==> src/design/kwd_cfg.svh <==
// Purpose: Constants for the keyed watchdog timer
// Assumes: Byte addresses on a 32-bit register bus
// Notes:   Definitions only
`ifndef KWD_CFG_SVH
`define KWD_CFG_SVH

// ****************************************************
// Register byte offsets
// ****************************************************
`define KWD_OFS_OVF_MODE 8'h00
`define KWD_OFS_CLK_MODE 8'h04
`define KWD_OFS_RESTART 8'h08
`define KWD_OFS_OVF_STAT 8'h0C
`define KWD_OFS_IRQ_STAT 8'h10
`define KWD_OFS_IRQ_CLR 8'h14
`define KWD_OFS_IRQ_EN 8'h18

// ****************************************************
// Field positions and keys
// ****************************************************
`define KWD_OM_EN 0
`define KWD_OM_RST 1
`define KWD_OM_IRQ 2
`define KWD_OM_EXT 3
`define KWD_OM_KEY_HI 15
`define KWD_OM_KEY_LO 4
`define KWD_OM_KEY 12'h234
`define KWD_CM_SEL_HI 1
`define KWD_CM_SEL_LO 0
`define KWD_CM_HP_HI 5
`define KWD_CM_HP_LO 2
`define KWD_CM_KEY_HI 15
`define KWD_CM_KEY_LO 7
`define KWD_CM_KEY 9'h06E
`define KWD_RESTART_KEY 16'hC071
`define KWD_PRELOAD_LOW 12'hFFF

// ****************************************************
// Reset values and timing
// ****************************************************
`define KWD_OM_RESET 4'h0
`define KWD_CM_RESET 6'h00
`define KWD_EXT_PULSE_CYC 4'h8
`define KWD_DIV8_BITS 3
`define KWD_DIV32_BITS 5
`define KWD_DIV128_BITS 7
`define KWD_DIV1024_BITS 10
`define KWD_IRQ_EV_OVF 0
`define KWD_IRQ_EV_KEY 1

`endif

==> src/design/kwd_pkg.sv <==
// Purpose: Types for the keyed watchdog timer
// Assumes: Constants come from kwd_cfg.svh
// Notes:   Types only
package kwd_pkg;

  // Bus answer states, one-hot
  typedef enum logic [1:0]
  {
    KWD_BUS_WAIT = 2'b01,
    KWD_BUS_ACK = 2'b10
  } kwd_bus_state_t;

  // Prescaler tap selection
  typedef enum logic [1:0]
  {
    KWD_DIV8 = 2'b00,
    KWD_DIV32 = 2'b01,
    KWD_DIV128 = 2'b10,
    KWD_DIV1024 = 2'b11
  } kwd_clksel_t;

endpackage

==> src/design/kwd_prescaler.sv <==
// Purpose: Master clock prescaler with four tick taps
// Assumes: One clock, synchronous reset
// Notes:   Tick is one cycle wide, registered
`timescale 1ns/1ns
`include "kwd_cfg.svh"
module kwd_prescaler
#(
  parameter int DIV_W = `KWD_DIV1024_BITS
)
(
  input wire logic clk_sys_in,
  input wire logic srst_in,
  input wire logic clear_in,
  input wire kwd_pkg::kwd_clksel_t sel_in,
  output logic tick_out
);
  import kwd_pkg::*;

  logic [DIV_W-1:0] div_q;
  logic [DIV_W-1:0] div_d;
  logic tick_q;
  logic tick_d;
  wire logic [3:0] tap_ones;

  // ****************************************************
  // Tap decode
  // ****************************************************
  // A tap fires when its low bits are all ones
  assign tap_ones[0] = &div_q[`KWD_DIV8_BITS-1:0];
  assign tap_ones[1] = &div_q[`KWD_DIV32_BITS-1:0];
  assign tap_ones[2] = &div_q[`KWD_DIV128_BITS-1:0];
  assign tap_ones[3] = &div_q[`KWD_DIV1024_BITS-1:0];
  assign div_d = clear_in ? '0 : div_q + 1'b1;
  assign tick_d = ~clear_in & tap_ones[sel_in];
  assign tick_out = tick_q;

  // Free-running divider, cleared on restart
  always_ff @(posedge clk_sys_in)
  begin
    if (srst_in)
    begin
      div_q <= '0;
      tick_q <= 1'b0;
    end
    else
    begin
      div_q <= div_d;
      tick_q <= tick_d;
    end
  end

endmodule // kwd_prescaler

==> src/design/kwd_watchdog.sv <==
// Purpose: Keyed watchdog timer with Avalon-MM register slave
// Assumes: One 100 MHz clock, synchronous active-high reset
// Notes:   Keyed writes need byte lanes 0 and 1 enabled
//
// Our own choice: register access over Avalon-MM.
`timescale 1ns/1ns
`include "kwd_cfg.svh"
// Contract
// - Overflow with reset enable raises the internal reset request.
// - Overflow with interrupt enable emits one interrupt pulse.
// - Overflow with external enable drives overflow pin low 8 cycles.
// - The timing element is a 16-bit down counter.
// - Restart loads ones in bits 0-11, preload field in 12-15.
// - Clock select picks master clock divided by 8, 32, 128, 1024.
// - Mode registers change only with the right key in that write.
// - Overflow mode key is 0x234; key field reads zero.
// - Clock mode key is 0x06E; key field reads zero.
// - Disabled timer makes no overflow outputs; enabled makes each selected one.
// - Writing 0xC071 to restart register restarts; others only set the key-fail interrupt status bit.
// - Overflow flag sets on overflow, clears on restart or reset.
module kwd_watchdog
#(
  parameter int CNT_W = 16,
  parameter int PULSE_W = 4
)
(
  input wire logic clk_sys_in,
  input wire logic srst_in,
  input wire logic [7:0] avs_address_in,
  input wire logic avs_read_in,
  input wire logic avs_write_in,
  input wire logic [31:0] avs_writedata_in,
  input wire logic [3:0] avs_byteenable_in,
  output logic [31:0] avs_readdata_out,
  output logic avs_waitrequest_out,
  output logic internal_reset_request_out,
  output logic overflow_interrupt_pulse_out,
  output logic overflow_output_n_out,
  output logic irq_out
);
  import kwd_pkg::*;

  // ****************************************************
  // Declarations
  // ****************************************************
  kwd_bus_state_t bus_q;
  kwd_bus_state_t bus_d;
  logic [31:0] rdata_q;
  logic [31:0] rdata_d;
  logic [3:0] omr_q;
  logic [3:0] omr_d;
  logic [5:0] cmr_q;
  logic [5:0] cmr_d;
  logic [CNT_W-1:0] cnt_q;
  logic [CNT_W-1:0] cnt_d;
  logic ovf_flag_q;
  logic ovf_flag_d;
  logic rst_req_q;
  logic int_pulse_q;
  logic [PULSE_W-1:0] ext_cnt_q;
  logic [PULSE_W-1:0] ext_cnt_d;
  logic ext_n_q;
  logic [1:0] ist_q;
  logic [1:0] ist_d;
  logic [1:0] ien_q;
  logic [1:0] ien_d;
  logic irq_q;
  wire logic tick;
  wire logic access;
  wire logic wr_acc;
  wire logic rd_acc;
  wire logic lanes_ok;
  wire logic hit_omr;
  wire logic hit_cmr;
  wire logic hit_rst;
  wire logic hit_ost;
  wire logic hit_ist;
  wire logic hit_icl;
  wire logic hit_ien;
  wire logic omr_key_ok;
  wire logic cmr_key_ok;
  wire logic omr_wr;
  wire logic cmr_wr;
  wire logic restart;
  wire logic key_fail;
  wire logic ovf_evt;
  wire logic en;
  wire logic [1:0] ev_vec;
  wire logic [1:0] clr_vec;
  wire logic [CNT_W-1:0] preload;

  // ****************************************************
  // Address decode
  // ****************************************************
  // Address match helper
  function automatic logic hit(input logic [7:0] a, input logic [7:0] o);
    hit = (a == o);
  endfunction

  // Request is served in the cycle waitrequest is low
  assign access = (avs_read_in | avs_write_in) & (bus_q == KWD_BUS_ACK);
  assign wr_acc = access & avs_write_in;
  assign rd_acc = (avs_read_in | avs_write_in) & (bus_q == KWD_BUS_WAIT);
  assign lanes_ok = &avs_byteenable_in[1:0];
  assign hit_omr = hit(avs_address_in, `KWD_OFS_OVF_MODE);
  assign hit_cmr = hit(avs_address_in, `KWD_OFS_CLK_MODE);
  assign hit_rst = hit(avs_address_in, `KWD_OFS_RESTART);
  assign hit_ost = hit(avs_address_in, `KWD_OFS_OVF_STAT);
  assign hit_ist = hit(avs_address_in, `KWD_OFS_IRQ_STAT);
  assign hit_icl = hit(avs_address_in, `KWD_OFS_IRQ_CLR);
  assign hit_ien = hit(avs_address_in, `KWD_OFS_IRQ_EN);

  // ****************************************************
  // Keyed write checks
  // ****************************************************
  // Key fields are compared, never stored
  assign omr_key_ok = avs_writedata_in[`KWD_OM_KEY_HI:`KWD_OM_KEY_LO]
    == `KWD_OM_KEY;
  assign cmr_key_ok = avs_writedata_in[`KWD_CM_KEY_HI:`KWD_CM_KEY_LO]
    == `KWD_CM_KEY;
  assign omr_wr = wr_acc & hit_omr & lanes_ok & omr_key_ok;
  assign cmr_wr = wr_acc & hit_cmr & lanes_ok & cmr_key_ok;
  assign restart = wr_acc & hit_rst & lanes_ok
    & (avs_writedata_in[15:0] == `KWD_RESTART_KEY);
  assign key_fail = wr_acc & (hit_omr | hit_cmr | hit_rst)
    & ~(omr_wr | cmr_wr | restart);

  // Mode register next values
  assign omr_d = omr_wr ? avs_writedata_in[`KWD_OM_EXT:`KWD_OM_EN]
    : omr_q;
  assign cmr_d = cmr_wr ? avs_writedata_in[`KWD_CM_HP_HI:`KWD_CM_SEL_LO]
    : cmr_q;
  assign en = omr_q[`KWD_OM_EN];

  // ****************************************************
  // Prescaler
  // ****************************************************
  // Selected tick, restarted with the counter
  kwd_prescaler #(
    .DIV_W(`KWD_DIV1024_BITS)
  ) u_prescaler (
    .clk_sys_in(clk_sys_in),
    .srst_in(srst_in),
    .clear_in(restart),
    .sel_in(kwd_clksel_t'(cmr_q[`KWD_CM_SEL_HI:`KWD_CM_SEL_LO])),
    .tick_out(tick)
  );

  // ****************************************************
  // Down counter and overflow
  // ****************************************************
  // Preload: high field over low ones
  assign preload = {cmr_q[`KWD_CM_HP_HI:`KWD_CM_HP_LO],
    `KWD_PRELOAD_LOW};
  assign ovf_evt = tick & en & (cnt_q == '0);
  assign cnt_d = restart ? preload
    : (tick & en) ? cnt_q - 1'b1
    : cnt_q;
  assign ovf_flag_d = ovf_evt | (ovf_flag_q & ~restart);

  // External pulse length counter
  assign ext_cnt_d = (ovf_evt & omr_q[`KWD_OM_EXT])
    ? PULSE_W'(`KWD_EXT_PULSE_CYC)
    : (ext_cnt_q != '0) ? ext_cnt_q - 1'b1 : ext_cnt_q;

  // ****************************************************
  // Interrupt status
  // ****************************************************
  // Set wins over a clear in the same cycle
  assign ev_vec = {key_fail, ovf_evt};
  assign clr_vec = (wr_acc & hit_icl) ? avs_writedata_in[1:0] : 2'b00;
  assign ist_d = ev_vec | (ist_q & ~clr_vec);
  assign ien_d = (wr_acc & hit_ien) ? avs_writedata_in[1:0] : ien_q;

  // ****************************************************
  // Bus answer
  // ****************************************************
  // One wait cycle, then one answer cycle
  assign bus_d = rd_acc ? KWD_BUS_ACK : KWD_BUS_WAIT;

  // Read mux; keys and reserved bits read zero
  assign rdata_d = !avs_read_in ? 32'h0000_0000
    : hit_omr ? {28'h000_0000, omr_q}
    : hit_cmr ? {26'h000_0000, cmr_q}
    : hit_ost ? {31'h0000_0000, ovf_flag_q}
    : hit_ist ? {30'h0000_0000, ist_q}
    : hit_ien ? {30'h0000_0000, ien_q}
    : 32'h0000_0000;

  assign avs_readdata_out = rdata_q;
  assign avs_waitrequest_out = bus_q[0]; // Wait bit of the one-hot state
  assign internal_reset_request_out = rst_req_q;
  assign overflow_interrupt_pulse_out = int_pulse_q;
  assign overflow_output_n_out = ext_n_q;
  assign irq_out = irq_q;

  // ****************************************************
  // Registers
  // ****************************************************
  // Bus state and read data
  always_ff @(posedge clk_sys_in)
  begin
    if (srst_in)
    begin
      bus_q <= KWD_BUS_WAIT;
      rdata_q <= 32'h0000_0000;
    end
    else
    begin
      bus_q <= bus_d;
      rdata_q <= rd_acc ? rdata_d : rdata_q;
    end
  end

  // Mode registers, counter and flag
  always_ff @(posedge clk_sys_in)
  begin
    if (srst_in)
    begin
      omr_q <= `KWD_OM_RESET;
      cmr_q <= `KWD_CM_RESET;
      cnt_q <= {4'h0, `KWD_PRELOAD_LOW};
      ovf_flag_q <= 1'b0;
    end
    else
    begin
      omr_q <= omr_d;
      cmr_q <= cmr_d;
      cnt_q <= cnt_d;
      ovf_flag_q <= ovf_flag_d;
    end
  end

  // Overflow outputs, gated by each enable
  always_ff @(posedge clk_sys_in)
  begin
    if (srst_in)
    begin
      rst_req_q <= 1'b0;
      int_pulse_q <= 1'b0;
      ext_cnt_q <= '0;
      ext_n_q <= 1'b1;
    end
    else
    begin
      rst_req_q <= ovf_evt & omr_q[`KWD_OM_RST];
      int_pulse_q <= ovf_evt & omr_q[`KWD_OM_IRQ];
      ext_cnt_q <= ext_cnt_d;
      ext_n_q <= (ext_cnt_d == '0);
    end
  end

  // Interrupt status, enable and line
  always_ff @(posedge clk_sys_in)
  begin
    if (srst_in)
    begin
      ist_q <= 2'b00;
      ien_q <= 2'b00;
      irq_q <= 1'b0;
    end
    else
    begin
      ist_q <= ist_d;
      ien_q <= ien_d;
      irq_q <= |(ist_d & ien_d);
    end
  end

  // ****************************************************
  // Assertions
  // ****************************************************
  // Reset request follows an enabled overflow
  property p_rst_req;
    @(posedge clk_sys_in) disable iff (srst_in)
    ovf_evt && omr_q[`KWD_OM_RST] |=> internal_reset_request_out;
  endproperty
  a_rst_req: assert property (p_rst_req)
    else $error("reset request missing after overflow");

  // Interrupt pulse is exactly one cycle
  property p_int_pulse;
    @(posedge clk_sys_in) disable iff (srst_in)
    ovf_evt && omr_q[`KWD_OM_IRQ] |=>
      overflow_interrupt_pulse_out ##1 !overflow_interrupt_pulse_out;
  endproperty
  a_int_pulse: assert property (p_int_pulse)
    else $error("interrupt pulse wrong");

  // Overflow pin low for exactly eight cycles
  property p_ext_pulse;
    @(posedge clk_sys_in) disable iff (srst_in)
    ovf_evt && omr_q[`KWD_OM_EXT] |=>
      !overflow_output_n_out [*8] ##1 overflow_output_n_out;
  endproperty
  a_ext_pulse: assert property (p_ext_pulse)
    else $error("overflow pin pulse length wrong");

  // Counter counts down by one per tick
  property p_count_down;
    @(posedge clk_sys_in) disable iff (srst_in)
    tick && en && !restart |=> cnt_q == $past(cnt_q) - 16'h0001;
  endproperty
  a_count_down: assert property (p_count_down)
    else $error("counter did not decrement");

  // Restart loads the preload value
  property p_preload;
    @(posedge clk_sys_in) disable iff (srst_in)
    restart |=> cnt_q == {$past(cmr_q[`KWD_CM_HP_HI:`KWD_CM_HP_LO]),
      `KWD_PRELOAD_LOW};
  endproperty
  a_preload: assert property (p_preload)
    else $error("restart preload wrong");

  // Counter holds between ticks
  property p_tick_only;
    @(posedge clk_sys_in) disable iff (srst_in)
    !tick && !restart |=> $stable(cnt_q);
  endproperty
  a_tick_only: assert property (p_tick_only)
    else $error("counter moved without tick");

  // Wrong key leaves the overflow mode register
  property p_omr_key;
    @(posedge clk_sys_in) disable iff (srst_in)
    wr_acc && hit_omr
      && avs_writedata_in[`KWD_OM_KEY_HI:`KWD_OM_KEY_LO] != `KWD_OM_KEY
      |=> $stable(omr_q);
  endproperty
  a_omr_key: assert property (p_omr_key)
    else $error("overflow mode changed without key");

  // Wrong key leaves the clock mode register
  property p_cmr_key;
    @(posedge clk_sys_in) disable iff (srst_in)
    wr_acc && hit_cmr
      && avs_writedata_in[`KWD_CM_KEY_HI:`KWD_CM_KEY_LO] != `KWD_CM_KEY
      |=> $stable(cmr_q);
  endproperty
  a_cmr_key: assert property (p_cmr_key)
    else $error("clock mode changed without key");

  // Disabled timer produces no overflow outputs
  property p_disabled;
    @(posedge clk_sys_in) disable iff (srst_in)
    !en && ext_cnt_q == '0 |=> !internal_reset_request_out
      && !overflow_interrupt_pulse_out && overflow_output_n_out;
  endproperty
  a_disabled: assert property (p_disabled)
    else $error("output while disabled");

  // Overflow flag sets and restart clears it
  property p_flag;
    @(posedge clk_sys_in) disable iff (srst_in)
    (ovf_evt |=> ovf_flag_q) and (restart && !ovf_evt |=> !ovf_flag_q);
  endproperty
  a_flag: assert property (p_flag)
    else $error("overflow flag wrong");

endmodule // kwd_watchdog

==> config.mk <==
export PLATFORM = sky130hd
export DESIGN_NAME = kwd_watchdog
export DESIGN_NICKNAME = d
export VERILOG_FILES = /design/src/design/kwd_pkg.sv /design/src/design/kwd_prescaler.sv /design/src/design/kwd_watchdog.sv
export VERILOG_INCLUDE_DIRS = /design/src /design/src/design
export SDC_FILE = /design/constraint.sdc
export NUM_CORES = 1
export LEC_CHECK = 0
export BUFFER_PORTS_ARGS = -buffer_cell sky130_fd_sc_hd__buf_2
export CORE_ASPECT_RATIO = 0.5
export CORE_MARGIN = 2
export CORE_UTILIZATION = 46
export DETAILED_ROUTE_END_ITERATION = 8
export GPL_ROUTABILITY_DRIVEN = 0
export GPL_TIMING_DRIVEN = 1
export PLACE_DENSITY = 0.83
export SLEW_MARGIN = 20
export SYNTH_ARGS = -nofsm -noshare
export SYNTH_HDL_FRONTEND = slang
export SYNTH_SLANG_ARGS = --single-unit
==> constraint.sdc <==
create_clock -name clk_sys_in -period 1.7 [get_ports clk_sys_in]
set_input_delay 0.085 -clock clk_sys_in [delete_from_list [all_inputs] [get_ports clk_sys_in]]
set_output_delay 0.085 -clock clk_sys_in [all_outputs]
set_load 0.1 [all_outputs]
==> run summary, run 1 <==
Status -> complete, but fails checks
Failing checks -> negative setup slack
Clk_lat worst skew -> 0.33 ns
Num rows -> 20
Antenna cells -> 0
Dominant cell type by area after synthesis -> dfxtp_1
Most used flip-flop cell after synthesis -> dfxtp_1
GRT Residual Overflow -> 0
Sink Count -> 58
First-pass GRT wire length -> 11.4 mm
Share of the synthesized area in the top cell type -> 0.405
Fin crit period -> 1.73 ns
Final setup vio count -> 3
Slew margin rel. -> 0.616
Total GRT Usage -> 0.216
RSZ-0062 raised after global routing -> yes
NumNets Final -> 445
Post-DP HPWL -> 4.71 mm
Crit start category -> register
Via count -> 2590
Initial core utilization -> 0.474
Sequential share of the synthesized area -> 0.405
Top cells by area, synth -> dfxtp_1 40%, buf_4 7.1%, nor2_1 5.5%, mux2i_1 4.9%, xnor2_1 3.7%
WL final -> 7.33 mm
Peak Freq -> 577 MHz
EDFF count, synth -> 0
Setup TNS -> -0.0342 ns
Final max-slew violation count -> 0
Synth cell types -> 53
Final Hold Fails -> 0
Synthesis Warnings -> 0
Final routed DRC violation total -> 0
Io pins -> 85
DR pass1 iterations -> 9
Core Region -> 6060 sq um
Share of layout cells above drive strength 1 -> 0.283
Die Span Y -> 59.8 um
DRT iter0 DRCs -> 228
Worst-path clk slew -> 0.05 ns
Worst EP required -> 1.95 ns
Die area -> 6920 sq um
Worst min path class -> input pin to register
I/O Buffers -> 40
Clock Skew -> 0.00710 ns
H-tree depth -> 3
Crit. End Element -> register
Clock buffer depth -> 2
Worst EP arrival -> 1.98 ns
DR vias/cell -> 5.35
CTS tree -> done
DRT antenna net count -> 0
Hold_buf cts -> 0
Cell area power density -> 1170 nW/um^2
Worst hold slack -> 0.0470 ns
Max Cap Violations -> 0
CTS root buffer -> clkbuf_16
WL per Instance -> 15.1 um
Max VDD drop -> 0.564 mV
Crit Path Max Fanout -> 4
Dpl ws -> -0.182 ns
Setup WS post-layout -> -0.0329 ns
Part of the cycle the worst path needs -> 1.02
Synthesized area per cell -> 9.05 sq um
Area delta synth->final -> 29.2%
Fill cell count -> 443
Synth Register Bits -> 58
Worst-margin pin slew -> 0.571 ns
Die X -> 116 um
Initial antenna violation count -> 0
CTS Buf Count -> 9
CP Class -> register to register
Vias in the first global route -> 2386
Ys async rst share -> 0
Synthesized area -> 2870 sq um
Cell count after synthesis -> 317
Largest net degree at the start of global routing -> 22
P_leak -> 1.61 nW
per-stage QoR:
stage	utilization	instance area (sq um)	std cells	power [mW]
2_1_floorplan	-	2980	342	2.15
3_3_place_gp	0.542	3280	465	2.22
3_5_place_dp	0.542	3280	465	2.23
4_1_cts	0.601	3640	481	4.34
5_1_grt	0.612	3700	484	4.50
6_report	0.612	3700	484	4.35
path summary, 6_finish.rpt:
| kind | start | end | slack [ns] | cells after the start |
|---|---|---|---|---|
| worst min register to register | avs_readdata_out[3] | avs_readdata_out[3] | 0.45 | 2 |
| worst min-delay path | avs_writedata_in[5] | cmr_q[5] | 0.05 | 3 |
| worst max-delay path | cnt_q[5] | cnt_q[14] | -0.03 | 4 |
| worst max register to register | cnt_q[5] | cnt_q[14] | -0.03 | 4 |
critical path, cell delays in order, from the launching register on:
cell and delay [ns]:
dfxtp_1 0.31, or4_4 0.56, or4_4 0.43, xor2_1 0.16, a211oi_2 0.20
layout make-up:
cell class	instances	area, sq um	area share
clock inverter	5	100	0.0270
timing repair buffer	71	453	0.122
inverter	8	30.0	0.00811
multi-input combinational	243	1590	0.429
clock buffer	11	253	0.0682
sequential	58	1170	0.315
tap	88	110	0.0297
per-layer routing:
| metal | global-route usage | share of wire | up-vias |
|---|---|---|---|
| met5 | 0 | 0 | - |
| met4 | 0.0884 | 0.023 | 0 |
| met3 | 0.0609 | 0.074 | 19 |
| met2 | 0.370 | 0.49 | 123 |
| met1 | 0.261 | 0.41 | 1229 |
| li1 | - | - | 1219 |
report_power, final:
part	internal (mW)	leakage, nW	switching [mW]
Combinational	0.191	0.968	0.566
Sequential	1.42	0.468	0.0473
Clock	1.50	0.176	0.620
registers in the layout, indices dropped and copies added, names as in the netlist:
name / cells
cnt_q: 16
u_prescaler.div_q: 10
avs_readdata_out: 6
cmr_q: 6
ext_cnt_q: 4
omr_q: 4
bus_q: 2
ien_q: 2
ist_q: 2
internal_reset_request_out: 1
irq_out: 1
overflow_interrupt_pulse_out: 1
overflow_output_n_out: 1
ovf_flag_q: 1
u_prescaler.tick_out: 1
synth_stat cells (all sizes together), types with 4 or more instances:
cell / number
a211oi: 6
a21oi: 6
and2: 7
and4: 4
buf: 29
clkbuf: 4
dfxtp: 58
ha: 6
inv: 8
mux2i: 14
nand2: 23
nand2b: 8
nand3: 10
nand3b: 4
nand4: 5
nor2: 42
nor3: 8
nor4: 8
o21ai: 6
or4: 4
xnor2: 12
xor2: 8
kinds of logic (layout without fill, tap and decap cells):
group	count (synthesis)	after routing	share of synthesized area
buffers and inverters	41	95	0.0921
other	1	26	0.00131
muxes	14	14	0.0489
xor gates and xnor gates	20	20	0.0611
adders and majority gates	6	6	0.0262
DFF	58	58	0.405
and+or+nand+nor	141	141	0.274
AOI/OAI and AO/OA	36	36	0.0916
cells in the final DEF, fill, tap and decap left out, drive strengths merged, types with 3 or more instances in the layout:
cell,instances
o21ai,6
or4,4
xnor2,12
and3,3
nor2,42
inv,8
bufinv,3
nand3b,4
and2,7
a32o,3
nand2b,8
conb,26
nand2,23
clkbuf,11
and4,4
nor4,8
ha,6
nand3,10
buf,71
mux2i,14
xor2,8
a22oi,3
a211oi,6
nand4,5
nor4b,3
dfxtp,58
nor3,8
a21oi,6
timing repair:
item | 4_1_cts | 5_1_grt
buffers inserted | 0 | 3
pin swaps | 0 | 7
setup endpoints to repair | 6 | 18
cloned | 0 | 0
gates resized for setup | 3 | 11
No activity file was read; power rests on OpenSTA's default activity.
==> inputs of run 2 (changes only) <==
--- a/config.mk
+++ b/config.mk
@@ -6,15 +6,15 @@
 export SDC_FILE = /design/constraint.sdc
 export NUM_CORES = 1
 export LEC_CHECK = 0
-export BUFFER_PORTS_ARGS = -buffer_cell sky130_fd_sc_hd__buf_2
 export CORE_ASPECT_RATIO = 0.5
 export CORE_MARGIN = 2
-export CORE_UTILIZATION = 46
+export CORE_UTILIZATION = 57
 export DETAILED_ROUTE_END_ITERATION = 8
+export DONT_BUFFER_PORTS = 1
 export GPL_ROUTABILITY_DRIVEN = 0
 export GPL_TIMING_DRIVEN = 1
 export PLACE_DENSITY = 0.83
-export SLEW_MARGIN = 20
+export REMOVE_ABC_BUFFERS = 1
 export SYNTH_ARGS = -nofsm -noshare
 export SYNTH_HDL_FRONTEND = slang
 export SYNTH_SLANG_ARGS = --single-unit
==> run 2 against run 1 <==
Compared with the run above: critical path type unchanged; wire length grew 8.9%; largest power group is now sequential cells; the flow still finishes with violations (negative setup slack); highest routed layer unchanged; non-clock buffer count shrank 24; critical endpoint is now cmr_q[2]; cell count shrank 8.7%; count of clock-buffer cells in the layout grew 1; via count grew 0.54%.
==> run summary, run 2 (synthesis gave the netlist of run 1 again) <==
Status -> complete, but fails checks
Failing checks -> negative setup slack
Num rows -> 18
Slowest CP cell -> or4_4
Initial core utilization -> 0.587
I/O Buffers -> 0
Highest routed layer -> met4
Clk pwr share -> 0.359
RSZ-0062 raised after global routing -> yes
Fill cell count -> 286
Combinational share of power -> 0.210
H-tree depth -> 3
CP max stage delay -> 0.54 ns
Final std cells w/o fill -> 442
HP Start -> srst_in
Wire length on met2 -> 3.72 mm
First-pass GRT wire length -> 11.2 mm
Commonest non-fill, non-tap cell in the layout -> dfxtp_1
Reg-to-Reg Start -> bus_q[0]
CP Class -> register to register
Dpl ws -> -0.111 ns
Placed cell count -> 412
Reg-to-reg slack, setup -> -0.07 ns
Clk_lat worst skew -> 0.35 ns
Via count -> 2604
Setup WS post-layout -> -0.0722 ns
CP cell instances -> and3b_2 -> nand4_1 -> or4_4 -> buf_6 -> mux2i_1 -> nor2_1
Psw -> 1.18 mW
Fin crit period -> 1.77 ns
Part of the cycle the worst path needs -> 1.04
WHS Path Cells -> 3
Die X -> 104 um
DR vias/cell -> 5.89
Internal -> 2.24 mW
Max VDD drop -> 0.738 mV
DRT iter0 DRCs -> 231
Pwr Total -> 3.42 mW
WL final -> 7.98 mm
Max Cap Violations -> 0
Slew margin rel. -> 0.429
Final setup vio count -> 10
Clock Skew -> 0.00475 ns
Io pins -> 85
Antenna cells -> 0
NumNets Final -> 421
Final Hold Fails -> 0
Worst EP arrival -> 1.97 ns
Switching part of the total power -> 0.344
Crit start category -> register
Worst-margin pin slew -> 0.853 ns
WL met3 -> 698 um
Sink Count -> 58
DR pass1 iterations -> 6
CTS root buffer -> clkbuf_8
Reg with most FFs -> cnt_q
Final max-slew violation count -> 0
Initial antenna violation count -> 0
Crit Path Max Fanout -> 4
CTS Buf Count -> 9
CTS tree -> done
WL per Instance -> 18.0 um
Cell area power density -> 975 nW/um^2
Worst EP required -> 1.90 ns
Hold endpoint -> avs_readdata_out[3]
Reg2reg end -> cmr_q[2]
WL met1 -> 3.30 mm
Final routed DRC violation total -> 0
Share of layout cells above drive strength 1 -> 0.215
Core Region -> 4890 sq um
Most frequent cells in the layout -> 53 x dfxtp_1, 40 x nor2_1, 31 x buf_4
Largest net degree at the start of global routing -> 30
Die Span Y -> 54.2 um
Total GRT Usage -> 0.263
Die area -> 5650 sq um
GRT Residual Overflow -> 0
Largest regs -> cnt_q: 16 flops, u_prescaler.div_q: 10 flops
Max reg flops -> 16
Worst-path clk slew -> 0.07 ns
Vias in the first global route -> 2422
Flop pwr share -> 0.431
Util after Layout -> 0.717
Area delta synth->final -> 22.2%
Worst min path class -> input pin to register
Peak Freq -> 564 MHz
Clock buffer depth -> 2
Crit. End Element -> register
P_leak -> 1.45 nW
Setup TNS -> -0.392 ns
DRT antenna net count -> 0
Worst Reg2Reg Path Length in Cells -> 6
Post-DP HPWL -> 4.71 mm
run 2: cell types whose count changed in the layout (fill, tap and decap cells not counted), moves of 3 or more:
cell | previous run | this run
buf_6 | 0 | 4
buf_2 | 40 | 0
dlygate4sd3_1 | 0 | 12
clkbuf_8 | 2 | 12
clkbuf_16 | 9 | 0
bufinv_16 | 3 | 0
run 2: routing by layer:
metal	global-route usage	vias to the layer above
met5	0	-
met4	0.160	0
met3	0.0799	33
li1	-	1174
met2	0.474	174
met1	0.287	1223
run 2: critical path: cells and delay by family (launching register included):
kind	cells	cell delay [ns]
flip-flops	1	0.33
buffers and inverters	1	0.16
multiplexers	1	0.20
AND/OR/NAND/NOR	4	0.93
run 2: worst max path at each step:
| stage | startpoint | endpoint | slack [ns] |
|---|---|---|---|
| finish | bus_q[0] | cmr_q[2] | -0.07 |
| global route | cnt_q[3] | overflow_interrupt_pulse_out | -0.14 |
| CTS | cnt_q[3] | internal_reset_request_out | -0.03 |
| detailed placement | avs_address_in[5] | cmr_q[2] | -0.11 |
| global placement | cnt_q[2] | cnt_q[14] | -0.06 |
| floorplan | bus_q[0] | cnt_q[1] | -0.49 |
run 2: repair_timing:
action                     4_1_cts  5_1_grt
pin swaps                        5       12
setup buffers                    1        1
hold buffers                     6        6
setup endpoints to repair        8       20
gates cloned                     0        0
resized for setup                9       18
hold endpoints to repair        30       22
run 2: cell type report:
type / count / area [sq um] / area share
Clock buffer: 12 / 165 / 0.0471
Clock inverter: 4 / 25.0 / 0.00714
Inverter: 8 / 30.0 / 0.00857
Multi-Input combinational cell: 243 / 1630 / 0.465
Sequential cell: 58 / 1170 / 0.333
Tap cell: 70 / 87.6 / 0.0250
Timing Repair Buffer: 47 / 398 / 0.114
run 2: metrics by stage:
stage	hold slack [ns]	cell area, sq um
6_report	0.00550	3500
5_1_grt	0.0331	3500
4_1_cts	-0.202	3360
3_5_place_dp	0.160	3060
3_3_place_gp	0.154	3060
2_1_floorplan	0.150	2730
run 2: power groups by stage:
stage / clock network, mW / logic (mW) / registers (mW)
6_report: 1.22 / 0.718 / 1.47
5_1_grt: 1.26 / 0.760 / 1.48
4_1_cts: 1.21 / 0.687 / 1.47
3_5_place_dp: 0 / 0.666 / 1.50
3_3_place_gp: 0 / 0.647 / 1.49
2_1_floorplan: 0 / 0.489 / 1.59
